<file path="src/rtl/emb_pkg.sv">
// constants, encodings and types shared by the emulator event/breakpoint levels
// assumes one 50 MHz emulator clock and a synchronous active-low reset
package emb_pkg;

    // ------------------------------------------------------------------
    // sizes
    // ------------------------------------------------------------------
    localparam int NUM_LEVELS = 2;
    localparam int QUALS_PER_LEVEL = 4;
    localparam int NUM_ADDR_QUALS = 2;
    localparam int NUM_HW_BP = 4;
    localparam int HW_BP_CNT_W = 3;
    localparam int COMPS_PER_LEVEL = 2;
    localparam int REPEAT_W = 16;
    localparam int ADDR_W = 24;
    localparam int DATA_W = 16;
    localparam int RANGE_W = 16;
    localparam int PRIO_W = 4;
    localparam int PRIO_POS = 12;
    localparam int EXT_SYNC_STAGES = 3;

    // ------------------------------------------------------------------
    // data mask selections and their masks
    // ------------------------------------------------------------------
    localparam logic [1:0] DMASK_LOW = 2'h0;
    localparam logic [1:0] DMASK_HIGH = 2'h1;
    localparam logic [1:0] DMASK_WORD = 2'h2;
    localparam logic [DATA_W-1:0] MASK_LOW = 16'h00ff;
    localparam logic [DATA_W-1:0] MASK_HIGH = 16'hff00;
    localparam logic [DATA_W-1:0] MASK_WORD = 16'hffff;

    // ------------------------------------------------------------------
    // counter values and hardware breakpoint budget
    // ------------------------------------------------------------------
    localparam logic [REPEAT_W-1:0] REPEAT_RST = 16'h0000;
    localparam logic [REPEAT_W-1:0] REPEAT_ONE = 16'h0001;
    localparam logic [HW_BP_CNT_W-1:0] HW_BP_TOTAL = 3'h4;
    localparam logic [HW_BP_CNT_W-1:0] HW_BP_PER_LEVEL = 3'h2;

    // ------------------------------------------------------------------
    // modes
    // ------------------------------------------------------------------
    typedef enum logic [1:0] {
        EMB_DEP_NONE,
        EMB_DEP_EXT,
        EMB_DEP_OTHER
    } emb_dep_e;

    typedef enum logic [1:0] {
        EMB_OUT_PULSE,
        EMB_OUT_SETCLR,
        EMB_OUT_TRACK
    } emb_out_e;

endpackage

</file>
<file path="src/rtl/emb_qual.sv">
// one address or data qualifier comparator of an event level
// assumes bus cycle signals are on the emulator clock; the result is combinational
`timescale 1ns/1ns
module emb_qual #(
    parameter bit IS_DATA = 1'b0,
    parameter int ADDR_W = emb_pkg::ADDR_W,
    parameter int DATA_W = emb_pkg::DATA_W,
    parameter int RANGE_W = emb_pkg::RANGE_W
) (
    // configuration
    input wire logic en_i,
    input wire logic [ADDR_W-1:0] addr_val_i,
    input wire logic [RANGE_W-1:0] addr_rng_i,
    input wire logic [DATA_W-1:0] data_val_i,
    input wire logic [1:0] dmask_sel_i,
    input wire logic comb_or_i,
    input wire logic rd_sel_i,
    input wire logic wr_sel_i,
    // observed bus cycle
    input wire logic bus_valid_i,
    input wire logic bus_fetch_i,
    input wire logic bus_write_i,
    input wire logic [ADDR_W-1:0] bus_addr_i,
    input wire logic [DATA_W-1:0] bus_data_i,
    // result
    output logic match_o
);

    logic [ADDR_W-1:0] care;
    logic [DATA_W-1:0] dmask;
    logic addr_hit;
    logic data_hit;
    logic cyc_ok;

    // -----------------------------------------------------------------
    // comparison
    // -----------------------------------------------------------------
    // only the low 64K may be masked, so a range never spans more than that
    assign care = {{(ADDR_W-RANGE_W){1'b1}}, ~addr_rng_i};
    assign addr_hit = ((bus_addr_i ^ addr_val_i) & care) == '0;

    // byte lane selection of the data compare
    always_comb begin
        unique case (dmask_sel_i)
            emb_pkg::DMASK_LOW: dmask = emb_pkg::MASK_LOW;
            emb_pkg::DMASK_HIGH: dmask = emb_pkg::MASK_HIGH;
            default: dmask = emb_pkg::MASK_WORD;
        endcase
    end

    // data values are only seen on writes, reads never satisfy the data part
    assign data_hit = bus_write_i && (((bus_data_i ^ data_val_i) & dmask) == '0);
    assign cyc_ok = (bus_write_i && wr_sel_i) || (!bus_write_i && rd_sel_i);

    // address qualifiers watch fetches, data qualifiers watch read/write cycles
    always_comb begin
        if (IS_DATA) begin
            match_o = en_i && bus_valid_i && !bus_fetch_i && cyc_ok
                && (comb_or_i ? (addr_hit || data_hit) : (addr_hit && data_hit));
        end else begin
            match_o = en_i && bus_valid_i && bus_fetch_i && addr_hit;
        end
    end

endmodule

</file>
<file path="src/rtl/emb_event_levels.sv">
// two-level event and breakpoint logic of the in-circuit emulator
// assumes bus cycles, run start and settings come from logic on sys_clk_i;
// only the external event pin is asynchronous and is synchronised here
// Notes on behaviour
// - data qualifier matches one address or a masked range up to 64K; pair ORed
// - data qualifier ANDs or ORs address match with a write-only data compare
// - data mask picks low byte 00ff, high byte ff00 or word ffff
// - data qualifier events offer immediate halt only, never halt before execute
// - each level owns a 16-bit repeat counter, largest count ffff
// - event fires after the condition was true repeat-count times
// - a repeat count of zero never fires the level
// - dependency on other level or external event input; default independent
// - priority gating breaks only when status word level is below monitor level
// - disabled qualifiers never match; all four off reports the level disabled
// - read and write options restrict which cycles a data qualifier sees
// - four hardware breakpoints share the level comparators
// - each level in use removes two hardware breakpoints
// - resources checked at run or step start; shortage is reported
// - external event input is synchronised, then used latched or direct
// - set/clear mode: output on at turn-on event, off at turn-off event
// - tracking mode: output follows condition with turn-on selected, per cycle
`timescale 1ns/1ns
module emb_event_levels #(
    parameter int ADDR_W = emb_pkg::ADDR_W,
    parameter int DATA_W = emb_pkg::DATA_W,
    parameter int NL = emb_pkg::NUM_LEVELS,
    parameter int NQ = emb_pkg::QUALS_PER_LEVEL,
    parameter int NB = emb_pkg::NUM_HW_BP
) (
    // clock and reset
    input wire logic sys_clk_i,
    input wire logic rstn_i,
    // observed target bus cycle
    input wire logic bus_valid_i,
    input wire logic bus_fetch_i,
    input wire logic bus_write_i,
    input wire logic [ADDR_W-1:0] bus_addr_i,
    input wire logic [DATA_W-1:0] bus_data_i,
    input wire logic [DATA_W-1:0] cpu_status_word_i,
    // execution control and external pin
    input wire logic run_start_i,
    input wire logic ext_event_i,
    input wire logic ext_latched_i,
    // qualifier settings, index level*NQ+k, k 0..1 address, 2..3 data
    input wire logic [NL*NQ-1:0] qual_en_i,
    input wire logic [NL*NQ-1:0][ADDR_W-1:0] qual_addr_i,
    input wire logic [NL*NQ-1:0][emb_pkg::RANGE_W-1:0] qual_rng_i,
    input wire logic [NL*NQ-1:0][DATA_W-1:0] qual_data_i,
    input wire logic [NL*NQ-1:0][1:0] qual_dmask_i,
    input wire logic [NL*NQ-1:0] qual_or_i,
    input wire logic [NL*NQ-1:0] qual_rd_i,
    input wire logic [NL*NQ-1:0] qual_wr_i,
    // level settings
    input wire logic [NL-1:0][emb_pkg::REPEAT_W-1:0] repeat_count_i,
    input wire logic [NL-1:0] repeat_reload_i,
    input wire emb_pkg::emb_dep_e [NL-1:0] dep_sel_i,
    input wire logic [NL-1:0] prio_en_i,
    input wire logic [emb_pkg::PRIO_W-1:0] monitor_prio_i,
    input wire logic [NL-1:0] halt_before_sel_i,
    input wire logic [NL-1:0] halt_now_sel_i,
    input wire logic [NL-1:0] out_on_sel_i,
    input wire logic [NL-1:0] out_off_sel_i,
    input wire emb_pkg::emb_out_e out_mode_i,
    // hardware breakpoints
    input wire logic [NB-1:0] hw_bp_en_i,
    input wire logic [NB-1:0][ADDR_W-1:0] hw_bp_addr_i,
    // results
    output logic halt_before_o,
    output logic immediate_halt_o,
    output logic event_out_o,
    output logic [NL-1:0] level_event_o,
    output logic [NL-1:0] level_enabled_o,
    output logic [emb_pkg::HW_BP_CNT_W-1:0] hw_bp_avail_o,
    output logic resource_fail_o
);

    // -----------------------------------------------------------------
    // state
    // -----------------------------------------------------------------
    typedef struct packed {
        logic [emb_pkg::EXT_SYNC_STAGES-1:0] ext_sync;
        logic ext_lvl;
        logic ext_latch;
        logic [NL-1:0][emb_pkg::REPEAT_W-1:0] cnt;
        logic [NL-1:0] fired;
        logic [NL-1:0] lvl_evt;
        logic [NL-1:0] lvl_en;
        logic halt_before;
        logic halt_now;
        logic evt_out;
        logic [emb_pkg::HW_BP_CNT_W-1:0] avail;
        logic res_fail;
    } emb_state_s;

    emb_state_s st;
    emb_state_s next_st;

    logic [NL*NQ-1:0] qmatch;
    logic [NB-1:0] bp_match;

    // -----------------------------------------------------------------
    // comparators, shared by levels and hardware breakpoints
    // -----------------------------------------------------------------
    // one loop builds all level qualifiers; k >= 2 are the data kind
    for (genvar q = 0; q < NL*NQ; q++) begin : g_qual
        emb_qual #(
            .IS_DATA((q % NQ) >= emb_pkg::NUM_ADDR_QUALS),
            .ADDR_W(ADDR_W),
            .DATA_W(DATA_W),
            .RANGE_W(emb_pkg::RANGE_W)
        ) u_qual (
            .en_i(qual_en_i[q]),
            .addr_val_i(qual_addr_i[q]),
            .addr_rng_i(qual_rng_i[q]),
            .data_val_i(qual_data_i[q]),
            .dmask_sel_i(qual_dmask_i[q]),
            .comb_or_i(qual_or_i[q]),
            .rd_sel_i(qual_rd_i[q]),
            .wr_sel_i(qual_wr_i[q]),
            .bus_valid_i(bus_valid_i),
            .bus_fetch_i(bus_fetch_i),
            .bus_write_i(bus_write_i),
            .bus_addr_i(bus_addr_i),
            .bus_data_i(bus_data_i),
            .match_o(qmatch[q])
        );
    end

    // hardware breakpoints are exact fetch-address comparators
    for (genvar b = 0; b < NB; b++) begin : g_bp
        emb_qual #(
            .IS_DATA(1'b0),
            .ADDR_W(ADDR_W),
            .DATA_W(DATA_W),
            .RANGE_W(emb_pkg::RANGE_W)
        ) u_bp (
            .en_i(hw_bp_en_i[b]),
            .addr_val_i(hw_bp_addr_i[b]),
            .addr_rng_i('0),
            .data_val_i('0),
            .dmask_sel_i(emb_pkg::DMASK_WORD),
            .comb_or_i(1'b0),
            .rd_sel_i(1'b0),
            .wr_sel_i(1'b0),
            .bus_valid_i(bus_valid_i),
            .bus_fetch_i(bus_fetch_i),
            .bus_write_i(bus_write_i),
            .bus_addr_i(bus_addr_i),
            .bus_data_i(bus_data_i),
            .match_o(bp_match[b])
        );
    end

    // -----------------------------------------------------------------
    // next state
    // -----------------------------------------------------------------
    always_comb begin
        logic [NL-1:0] trig;
        logic [NL-1:0] addr_trig;
        logic [NL-1:0] dep_ok;
        logic [NL-1:0] cond;
        logic [NL-1:0] evt;
        logic [NL-1:0] track;
        logic prio_ok;
        logic brk_before;
        logic brk_now;
        logic ext_use;
        logic [emb_pkg::HW_BP_CNT_W-1:0] used;
        logic [emb_pkg::HW_BP_CNT_W-1:0] want;
        logic [emb_pkg::HW_BP_CNT_W-1:0] avail;
        trig = '0;
        addr_trig = '0;
        dep_ok = '0;
        cond = '0;
        evt = '0;
        track = '0;
        brk_before = 1'b0;
        brk_now = 1'b0;
        used = '0;
        want = '0;
        prio_ok = 1'b0;
        ext_use = 1'b0;
        avail = '0;
        next_st = st;

        // three-stage synchroniser; the level moves only when stages 2 and 3 agree
        next_st.ext_sync = {st.ext_sync[1:0], ext_event_i};
        if (st.ext_sync[1] == st.ext_sync[2]) begin
            next_st.ext_lvl = st.ext_sync[2];
        end
        ext_use = ext_latched_i ? st.ext_latch : st.ext_lvl;

        // interrupt level sits in the top bits of the status word
        prio_ok = cpu_status_word_i[emb_pkg::PRIO_POS +: emb_pkg::PRIO_W] < monitor_prio_i;

        for (int l = 0; l < NL; l++) begin
            trig[l] = |qmatch[l*NQ +: NQ];
            addr_trig[l] = |qmatch[l*NQ +: emb_pkg::NUM_ADDR_QUALS];
            next_st.lvl_en[l] = |qual_en_i[l*NQ +: NQ];
            unique case (dep_sel_i[l])
                emb_pkg::EMB_DEP_EXT: dep_ok[l] = ext_use;
                emb_pkg::EMB_DEP_OTHER: dep_ok[l] = st.fired[(l + 1) % NL];
                default: dep_ok[l] = 1'b1;
            endcase
            cond[l] = trig[l] && dep_ok[l];
            track[l] = cond[l] && out_on_sel_i[l];

            // counter at zero is idle, so a zero count never fires
            if (run_start_i) begin
                next_st.cnt[l] = repeat_count_i[l];
            end else if (cond[l] && (st.cnt[l] != emb_pkg::REPEAT_RST)) begin
                if (st.cnt[l] == emb_pkg::REPEAT_ONE) begin
                    evt[l] = 1'b1;
                    next_st.cnt[l] = repeat_reload_i[l] ? repeat_count_i[l]
                        : emb_pkg::REPEAT_RST;
                end else begin
                    next_st.cnt[l] = st.cnt[l] - emb_pkg::REPEAT_ONE;
                end
            end

            // halts honour the priority gate; data-caused events halt immediately
            if (evt[l] && (!prio_en_i[l] || prio_ok)) begin
                if (halt_before_sel_i[l] && addr_trig[l]) begin
                    brk_before = 1'b1;
                end
                if (halt_now_sel_i[l] || (halt_before_sel_i[l] && !addr_trig[l])) begin
                    brk_now = 1'b1;
                end
            end
            if (next_st.lvl_en[l]) begin
                used = used + emb_pkg::HW_BP_PER_LEVEL;
            end
            if (run_start_i) begin
                next_st.fired[l] = 1'b0;
            end else if (evt[l]) begin
                next_st.fired[l] = 1'b1;
            end
        end
        next_st.lvl_evt = evt;

        // external latch is rearmed at each run start; a high synchronised level wins over it
        if (st.ext_lvl) begin
            next_st.ext_latch = 1'b1;
        end else if (run_start_i) begin
            next_st.ext_latch = 1'b0;
        end

        // breakpoint budget: levels in use take comparators first
        avail = (used >= emb_pkg::HW_BP_TOTAL) ? '0 : emb_pkg::HW_BP_TOTAL - used;
        for (int b = 0; b < NB; b++) begin
            want = want + {{(emb_pkg::HW_BP_CNT_W-1){1'b0}}, hw_bp_en_i[b]};
        end
        if (run_start_i) begin
            next_st.avail = avail;
            next_st.res_fail = want > avail;
        end
        // only the first st.avail breakpoints own a comparator during the run
        for (int b = 0; b < NB; b++) begin
            if (bp_match[b] && (b < int'(st.avail))) begin
                brk_before = 1'b1;
            end
        end
        next_st.halt_before = brk_before;
        next_st.halt_now = brk_now;

        // event output modes; in set/clear a simultaneous on and off turns on
        unique case (out_mode_i)
            emb_pkg::EMB_OUT_SETCLR: begin
                if (|(evt & out_on_sel_i)) begin
                    next_st.evt_out = 1'b1;
                end else if (|(evt & out_off_sel_i)) begin
                    next_st.evt_out = 1'b0;
                end
            end
            emb_pkg::EMB_OUT_TRACK: next_st.evt_out = |track;
            default: next_st.evt_out = |evt;
        endcase
    end

    // -----------------------------------------------------------------
    // registers
    // -----------------------------------------------------------------
    always_ff @(posedge sys_clk_i) begin
        if (!rstn_i) begin
            st <= '0;
        end else begin
            st <= next_st;
        end
    end

    // outputs straight from the state register
    assign halt_before_o = st.halt_before;
    assign immediate_halt_o = st.halt_now;
    assign event_out_o = st.evt_out;
    assign level_event_o = st.lvl_evt;
    assign level_enabled_o = st.lvl_en;
    assign hw_bp_avail_o = st.avail;
    assign resource_fail_o = st.res_fail;

endmodule

</file>
<file path="config.mk">
export PLATFORM = sky130hd
export DESIGN_NAME = emb_event_levels
export DESIGN_NICKNAME = d
export VERILOG_FILES = /design/src/rtl/emb_pkg.sv /design/src/rtl/emb_qual.sv /design/src/rtl/emb_event_levels.sv
export SDC_FILE = /design/constraint.sdc
export NUM_CORES = 1
export LEC_CHECK = 0
export ABC_AREA = 1
export BUFFER_PORTS_ARGS = -buffer_cell sky130_fd_sc_hd__buf_2
export CORE_AREA = 2 2 282 284
export CTS_CLUSTER_SIZE = 40
export DETAILED_ROUTE_END_ITERATION = 16
export DIE_AREA = 0 0 284 286
export PLACE_DENSITY = 0.38
export SLEW_MARGIN = 20
export SYNTH_ARGS = -nofsm -noshare
export SYNTH_HDL_FRONTEND = slang
export SYNTH_HIERARCHICAL = 1
export SYNTH_SLANG_ARGS = --single-unit
</file>
<file path="constraint.sdc">
create_clock -name sys_clk_i -period 3.55 [get_ports sys_clk_i]
set_clock_uncertainty 0.1 [all_clocks]
set_input_delay 0.5325 -clock sys_clk_i [delete_from_list [all_inputs] [get_ports sys_clk_i]]
set_output_delay 0.5325 -clock sys_clk_i [all_outputs]
set_load 0.1 [all_outputs]
</file>
* Word-level counts from Yosys, hierarchy flattened
Cells that the tools add are included.
** Operators by class
- Add/sub/neg operators :: 7
- Magnitude comparators :: 7
- Equal/unequal tests :: 14
- Mux-type cells :: 45
- Bitwise logic cells :: 39
- Reductions and logical operators :: 126
** Operators with widths (count)
- logical NOT 24 bit :: 12
- XOR 24 bit :: 12
- bitwise AND 24 bit :: 8
- two-way mux 16 bit :: 8
- inverter 16 bit :: 8
- case mux 16 bit (2 select lines) :: 4
- logical AND 1 bit :: 72
- bitwise AND 16 bit :: 4
- logical NOT 16 bit :: 4
- XOR 16 bit :: 4
- equality test 16 x 1 -> 1 bit, second input constant :: 2
- nonzero test 16 bit :: 2
- subtractor 16 x 1 -> 16 bit, second input constant :: 2
- two-way mux 1 bit :: 27
- OR reduction 4 bit :: 4
- equality test 2 x 1 -> 1 bit, second input constant :: 7
- OR reduction 2 bit :: 7
- logical OR 1 bit :: 12
- logical NOT 2 bit :: 4
- equality test 2 bit, second input constant :: 3
- logical NOT 1 bit :: 6
- less-than comparator 1 x 3 -> 1 bit, first input constant :: 2
- less-than comparator 2 x 3 -> 1 bit, first input constant :: 2
- two-way mux 3 bit :: 2
- 15 further kinds :: 20
** Word-level totals
- Register bits after elaboration :: 50

* Longest topological paths before layout
- Depth after elaboration :: 21
- Mapped depth :: 23
- Mapped depth without buffers :: 22

* Modules after synthesis
Netlist, hierarchy kept.
** Modules (own cells, without submodules)
- emb_qual (g_bp[0].u_bp ...) :: instances 8, cells each 122, area an instance 531.8 sq um, seq. area each 0.0 sq um
- emb_qual (g_qual[2].u_qual ...) :: instances 4, cells each 204, area an instance 918.4 sq um, seq. area each 0.0 sq um
- emb_event_levels :: instances 1, cells each 508, area an instance 3460.8 sq um, seq. area each 980.9 sq um

* Least setup slack after synthesis
Ideal clock, no wire load.
- Path kind :: input to register
- From :: input port qual_addr_i[83] (netlist bit)
- To :: register st[28] (netlist bit)
- Library setup time :: 115 ps
- Arrival time :: 2105 ps
- Required time :: 3335 ps
- Setup slack :: 1230 ps
- Cell stages on the path :: 20
- Buffers on the path :: 1
- Cell sequence :: or2_0 -> nand2_1 -> nand2_1 -> nor2_1 -> nand2_1 -> nor2_2 -> nand2_1 -> nand2_1 -> nand2_1 -> nor2_1 -> nor2_1 -> nand2_1 -> nand2_1 -> nor2_4 -> nor2_8 -> inv_4 -> buf_6 -> nand2_1 -> a21oi_1 -> nor2_1
** On the way
- Word-level cells in the longest chain between the ends :: 10
- Elaborated cells on any way between the ends :: 11
- Those cells by class :: 1 x mux; 2 x bitwise; 8 x reduce/logical
** RTL lines
- start, declared :: line emb_event_levels.sv:46 : input wire logic [NL*NQ-1:0][ADDR_W-1:0] qual_addr_i,
- XOR 24 bit * :: line emb_qual.sv:40 : assign addr_hit = ((bus_addr_i ^ addr_val_i) & care) == '0;
- bitwise AND 24 bit * :: line emb_qual.sv:40
- logical NOT 24 bit * :: line emb_qual.sv:40
- logical AND 1 bit or logical OR 1 bit (tied branches) :: line emb_qual.sv:59 : && (comb_or_i ? (addr_hit || data_hit) : (addr_hit && data_hit));
- two-way mux 1 bit * :: line emb_qual.sv:59
- logical AND 1 bit * :: line emb_qual.sv:59
- via qmatch[3] :: line emb_event_levels.sv:98 : logic [NL*NQ-1:0] qmatch;
- OR reduction 4 bit * :: line emb_event_levels.sv:197 : trig[l] = |qmatch[l*NQ +: NQ];
- logical AND 1 bit * :: line emb_event_levels.sv:205 : cond[l] = trig[l] && dep_ok[l];
- logical AND 1 bit * :: line emb_event_levels.sv:211 : end else if (cond[l] && (st.cnt[l] != emb_pkg::REPEAT_RST)) begin
- nonzero test 2 bit (no source line) *
- end signal, assigned :: line emb_event_levels.sv:287 : st <= next_st;
- end, declared :: line emb_event_levels.sv:95 : emb_state_s st;
Mark *: on every way through the listed nets, which the timed path passes. The rest lies on a longest branch.
A chain may end at the register's enable or synchronous reset.

* Final worst setup path
- From :: input port bus_addr_i[11]
- To :: register st[44] (netlist bit)
** On the way
- Word-level cells in the longest chain between the ends :: 10
- Elaborated cells on any way between the ends :: 26
- Those cells by class :: 2 x mux; 8 x bitwise; 16 x reduce/logical
** RTL lines
- start, declared :: line emb_event_levels.sv:37 : input wire logic [ADDR_W-1:0] bus_addr_i,
- XOR 24 bit * :: line emb_qual.sv:40
- bitwise AND 24 bit * :: line emb_qual.sv:40
- logical NOT 24 bit * :: line emb_qual.sv:40
- logical AND 1 bit or logical OR 1 bit (tied branches) :: line emb_qual.sv:59
- two-way mux 1 bit * :: line emb_qual.sv:59
- logical AND 1 bit * :: line emb_qual.sv:59
- via qmatch[6] :: line emb_event_levels.sv:98
- OR reduction 4 bit * :: line emb_event_levels.sv:197
- logical AND 1 bit * :: line emb_event_levels.sv:205
- logical AND 1 bit * :: line emb_event_levels.sv:211
- nonzero test 2 bit (no source line) *
Marks and branches as above.

==> flow_metrics.env <==
export IMPL_synth_warnings=6
export IMPL_grt_pass1_vias=14040
export IMPL_place_gp_congestion=0.8721
export IMPL_slew_violations=0
export IMPL_clk_pin_slew_ns=0.07
export IMPL_area_growth_pct=45.73
export IMPL_final_cell_mix="nand2_1 (760), buf_2 (627), inv_1 (555)"
export IMPL_dpl_hpwl_mm=57.05
export IMPL_via_count=14830
export IMPL_grt_overflow=0
export IMPL_worstPathRequired_ns=3.61
export IMPL_crit_path_start="bus_addr_i[11]"
export IMPL_dpl_cell_count=4073
export IMPL_syn_area_um2=11380
export IMPL_fp_dieH_um=286
export IMPL_cts_sinks=49
export IMPL_status="complete, no violations"
export IMPL_port_buffers=627
export IMPL_cts_htree_levels=2
export IMPL_detail_route_vias_per_cell=3.627
export IMPL_grt_max_degree=37
export IMPL_ir_drop_mv=0.1620
export IMPL_wl_mm=62.56
export IMPL_sequentialPowerShare_pct=21.7
export IMPL_antenna_found_initial=28
export IMPL_hold_class="flip-flop to flip-flop"
export IMPL_maxClockFrequency_mhz=331.8
export IMPL_avgSynthCellArea_um2=4.952
export IMPL_pwr_share_comb_pct=59.1
export IMPL_cts_hold_buffers=0
export IMPL_path_max_fanout=13
export IMPL_dr_pass1_iters=5
export IMPL_swShare_pct=43.21
export IMPL_drtIter0Drc=635
export IMPL_cp_arrival_ns=3.08
export IMPL_num_io_pins=725
export IMPL_worstReg2RegStart="st[14]"
export IMPL_post_cts_buffers=0
export IMPL_hold_violations=0
export IMPL_cts_tree="yes"
export IMPL_grtUsageTotal_pct=14.94
export IMPL_chipWidth_um=284
export IMPL_crit_path_end="st[44]"
export IMPL_worstSetupStartpointType="input port"
export IMPL_setup_viol=0
export IMPL_crit_type="input port to flip-flop"
export IMPL_start_util_pct=14.53
export IMPL_grt_pass1_wl_mm=89.77
export IMPL_min_period_ns=3.014
export IMPL_rsz0062_at_grt="false"
export IMPL_crit_path_end_kind="flip-flop"
export IMPL_place_ws_ns=0.1038
export IMPL_power_frac_clock_pct=19.2
export IMPL_worstReg2RegEnd="st[19]"
export IMPL_internal_power_mw=1.623
export IMPL_layout_drive_gt1_share_pct=26.07
export IMPL_maxSlewHeadroom_pct=52.99
export IMPL_reg2reg_slack_ns=1.53
export IMPL_finalCritPeriodShare_pct=84.90
export IMPL_r2r_cells=9
export IMPL_fin_nets=3765
export IMPL_coreArea_um2=78360
export IMPL_timing_final_ws_setup_ns=0.5361
export IMPL_drc=0
export IMPL_tns_ns=0
export IMPL_numCtsBuffers=5
export IMPL_powerDensity_nw_per_um2=172.2
export IMPL_clockBufferDepth=2
export IMPL_p_leak_nw=9.933
export IMPL_drt_antenna_violating_nets=0
export IMPL_clk_latency_ns=0.29
export IMPL_cts_root_buf="clkbuf_16"
export IMPL_netlist_instances=2299
export IMPL_row_count=103
export IMPL_ctsResizeCount=0
export IMPL_drt_wirelength_per_cell_um=15.30
export IMPL_fin_cells=4090
export IMPL_die_area_um2=81220
export IMPL_p_switching_mw=1.234
export IMPL_tightest_slew_ns=0.6988
export IMPL_n_fill_cell=9405
export IMPL_final_common_cell="nand2_1"
export IMPL_maxCapViolations=0
## how the worst min path moves through the flow
stage                 from           to  slack, ns  depth (start not counted)
2_1_floorplan  next_st[48]  next_st[49]       0.29                          2
3_3_place_gp   next_st[48]  next_st[49]       0.30                          2
3_5_place_dp   next_st[48]  next_st[49]       0.30                          2
4_1_cts        next_st[48]  next_st[49]       0.32                          2
5_1_grt        next_st[48]  next_st[49]       0.34                          2
6_report       next_st[48]  next_st[49]       0.31                          2
## critical path: stages
cell	delay, ns
buf_2	0.17
or2_0	0.21
nand2_1	0.15
nand2_1	0.07
nor2_1	0.14
nand2_1	0.14
nor2_2	0.10
buf_4	0.15
nand2_1	0.05
nand2_1	0.05
nand2_1	0.04
nor2_1	0.14
nor2_1	0.06
buf_4	0.14
nand2_1	0.12
nand2_1	0.11
nor2_4	0.15
inv_4	0.04
nand2_2	0.11
buf_12	0.15
inv_4	0.05
o21ai_1	0.11
a21oi_1	0.07
## cell type report
| class | instances | area, µm² | area share (%) |
|---|---|---|---|
| flip-flops and latches | 49 | 980.9 | 5.913 |
| inverters | 598 | 2252 | 13.57 |
| clock buffers | 5 | 125.1 | 0.7541 |
| multi-input cells | 1694 | 8233 | 49.62 |
| repair buffers | 682 | 3626 | 21.86 |
| well taps | 1050 | 1314 | 7.919 |
| clock inverters | 2 | 35.03 | 0.2112 |
| diodes | 10 | 25.02 | 0.1508 |
## sequential cells by signal, indices dropped and copies added, names as in the netlist
signal and flops:
halt_before_o 1, event_out_o 1, st 37, immediate_halt_o 1
level_enabled_o 2, resource_fail_o 1, level_event_o 2, next_st 2
hw_bp_avail_o 2
## power groups by stage
| stage | sequential [mW] | combinational [mW] | clock (mW) |
|---|---|---|---|
| detailed placement | 0.631 | 1.72 | 0 |
| finish | 0.619 | 1.69 | 0.549 |
| floorplan | 0.640 | 0.881 | 0 |
| global route | 0.625 | 1.93 | 0.595 |
| CTS | 0.619 | 1.73 | 0.575 |
| global placement | 0.633 | 1.72 | 0 |
## through the flow
stage	area, µm²	util [%]	power (mW)	hold slack, ns
after floorplan	11620	-	1.521	0.2905
after global placement	16410	20.94	2.352	0.2976
after detailed placement	16410	20.94	2.356	0.2982
after CTS	16570	21.14	2.925	0.3155
after global routing	16570	21.15	3.155	0.3432
final	16590	21.17	2.857	0.3129
## layer usage
layer  up-vias  global-route usage, %  share of wire (%)  routed length (µm)
met5         -                      0               0.22                 138
met4        22                  1.908                1.0                 637
met3        45                  3.724                7.1                4449
met2       430                  26.31                 47               29250
met1      6137                  18.77                 45               28080
li1       8200                      -                  -                   -
Power figures use the tool's default switching activity.
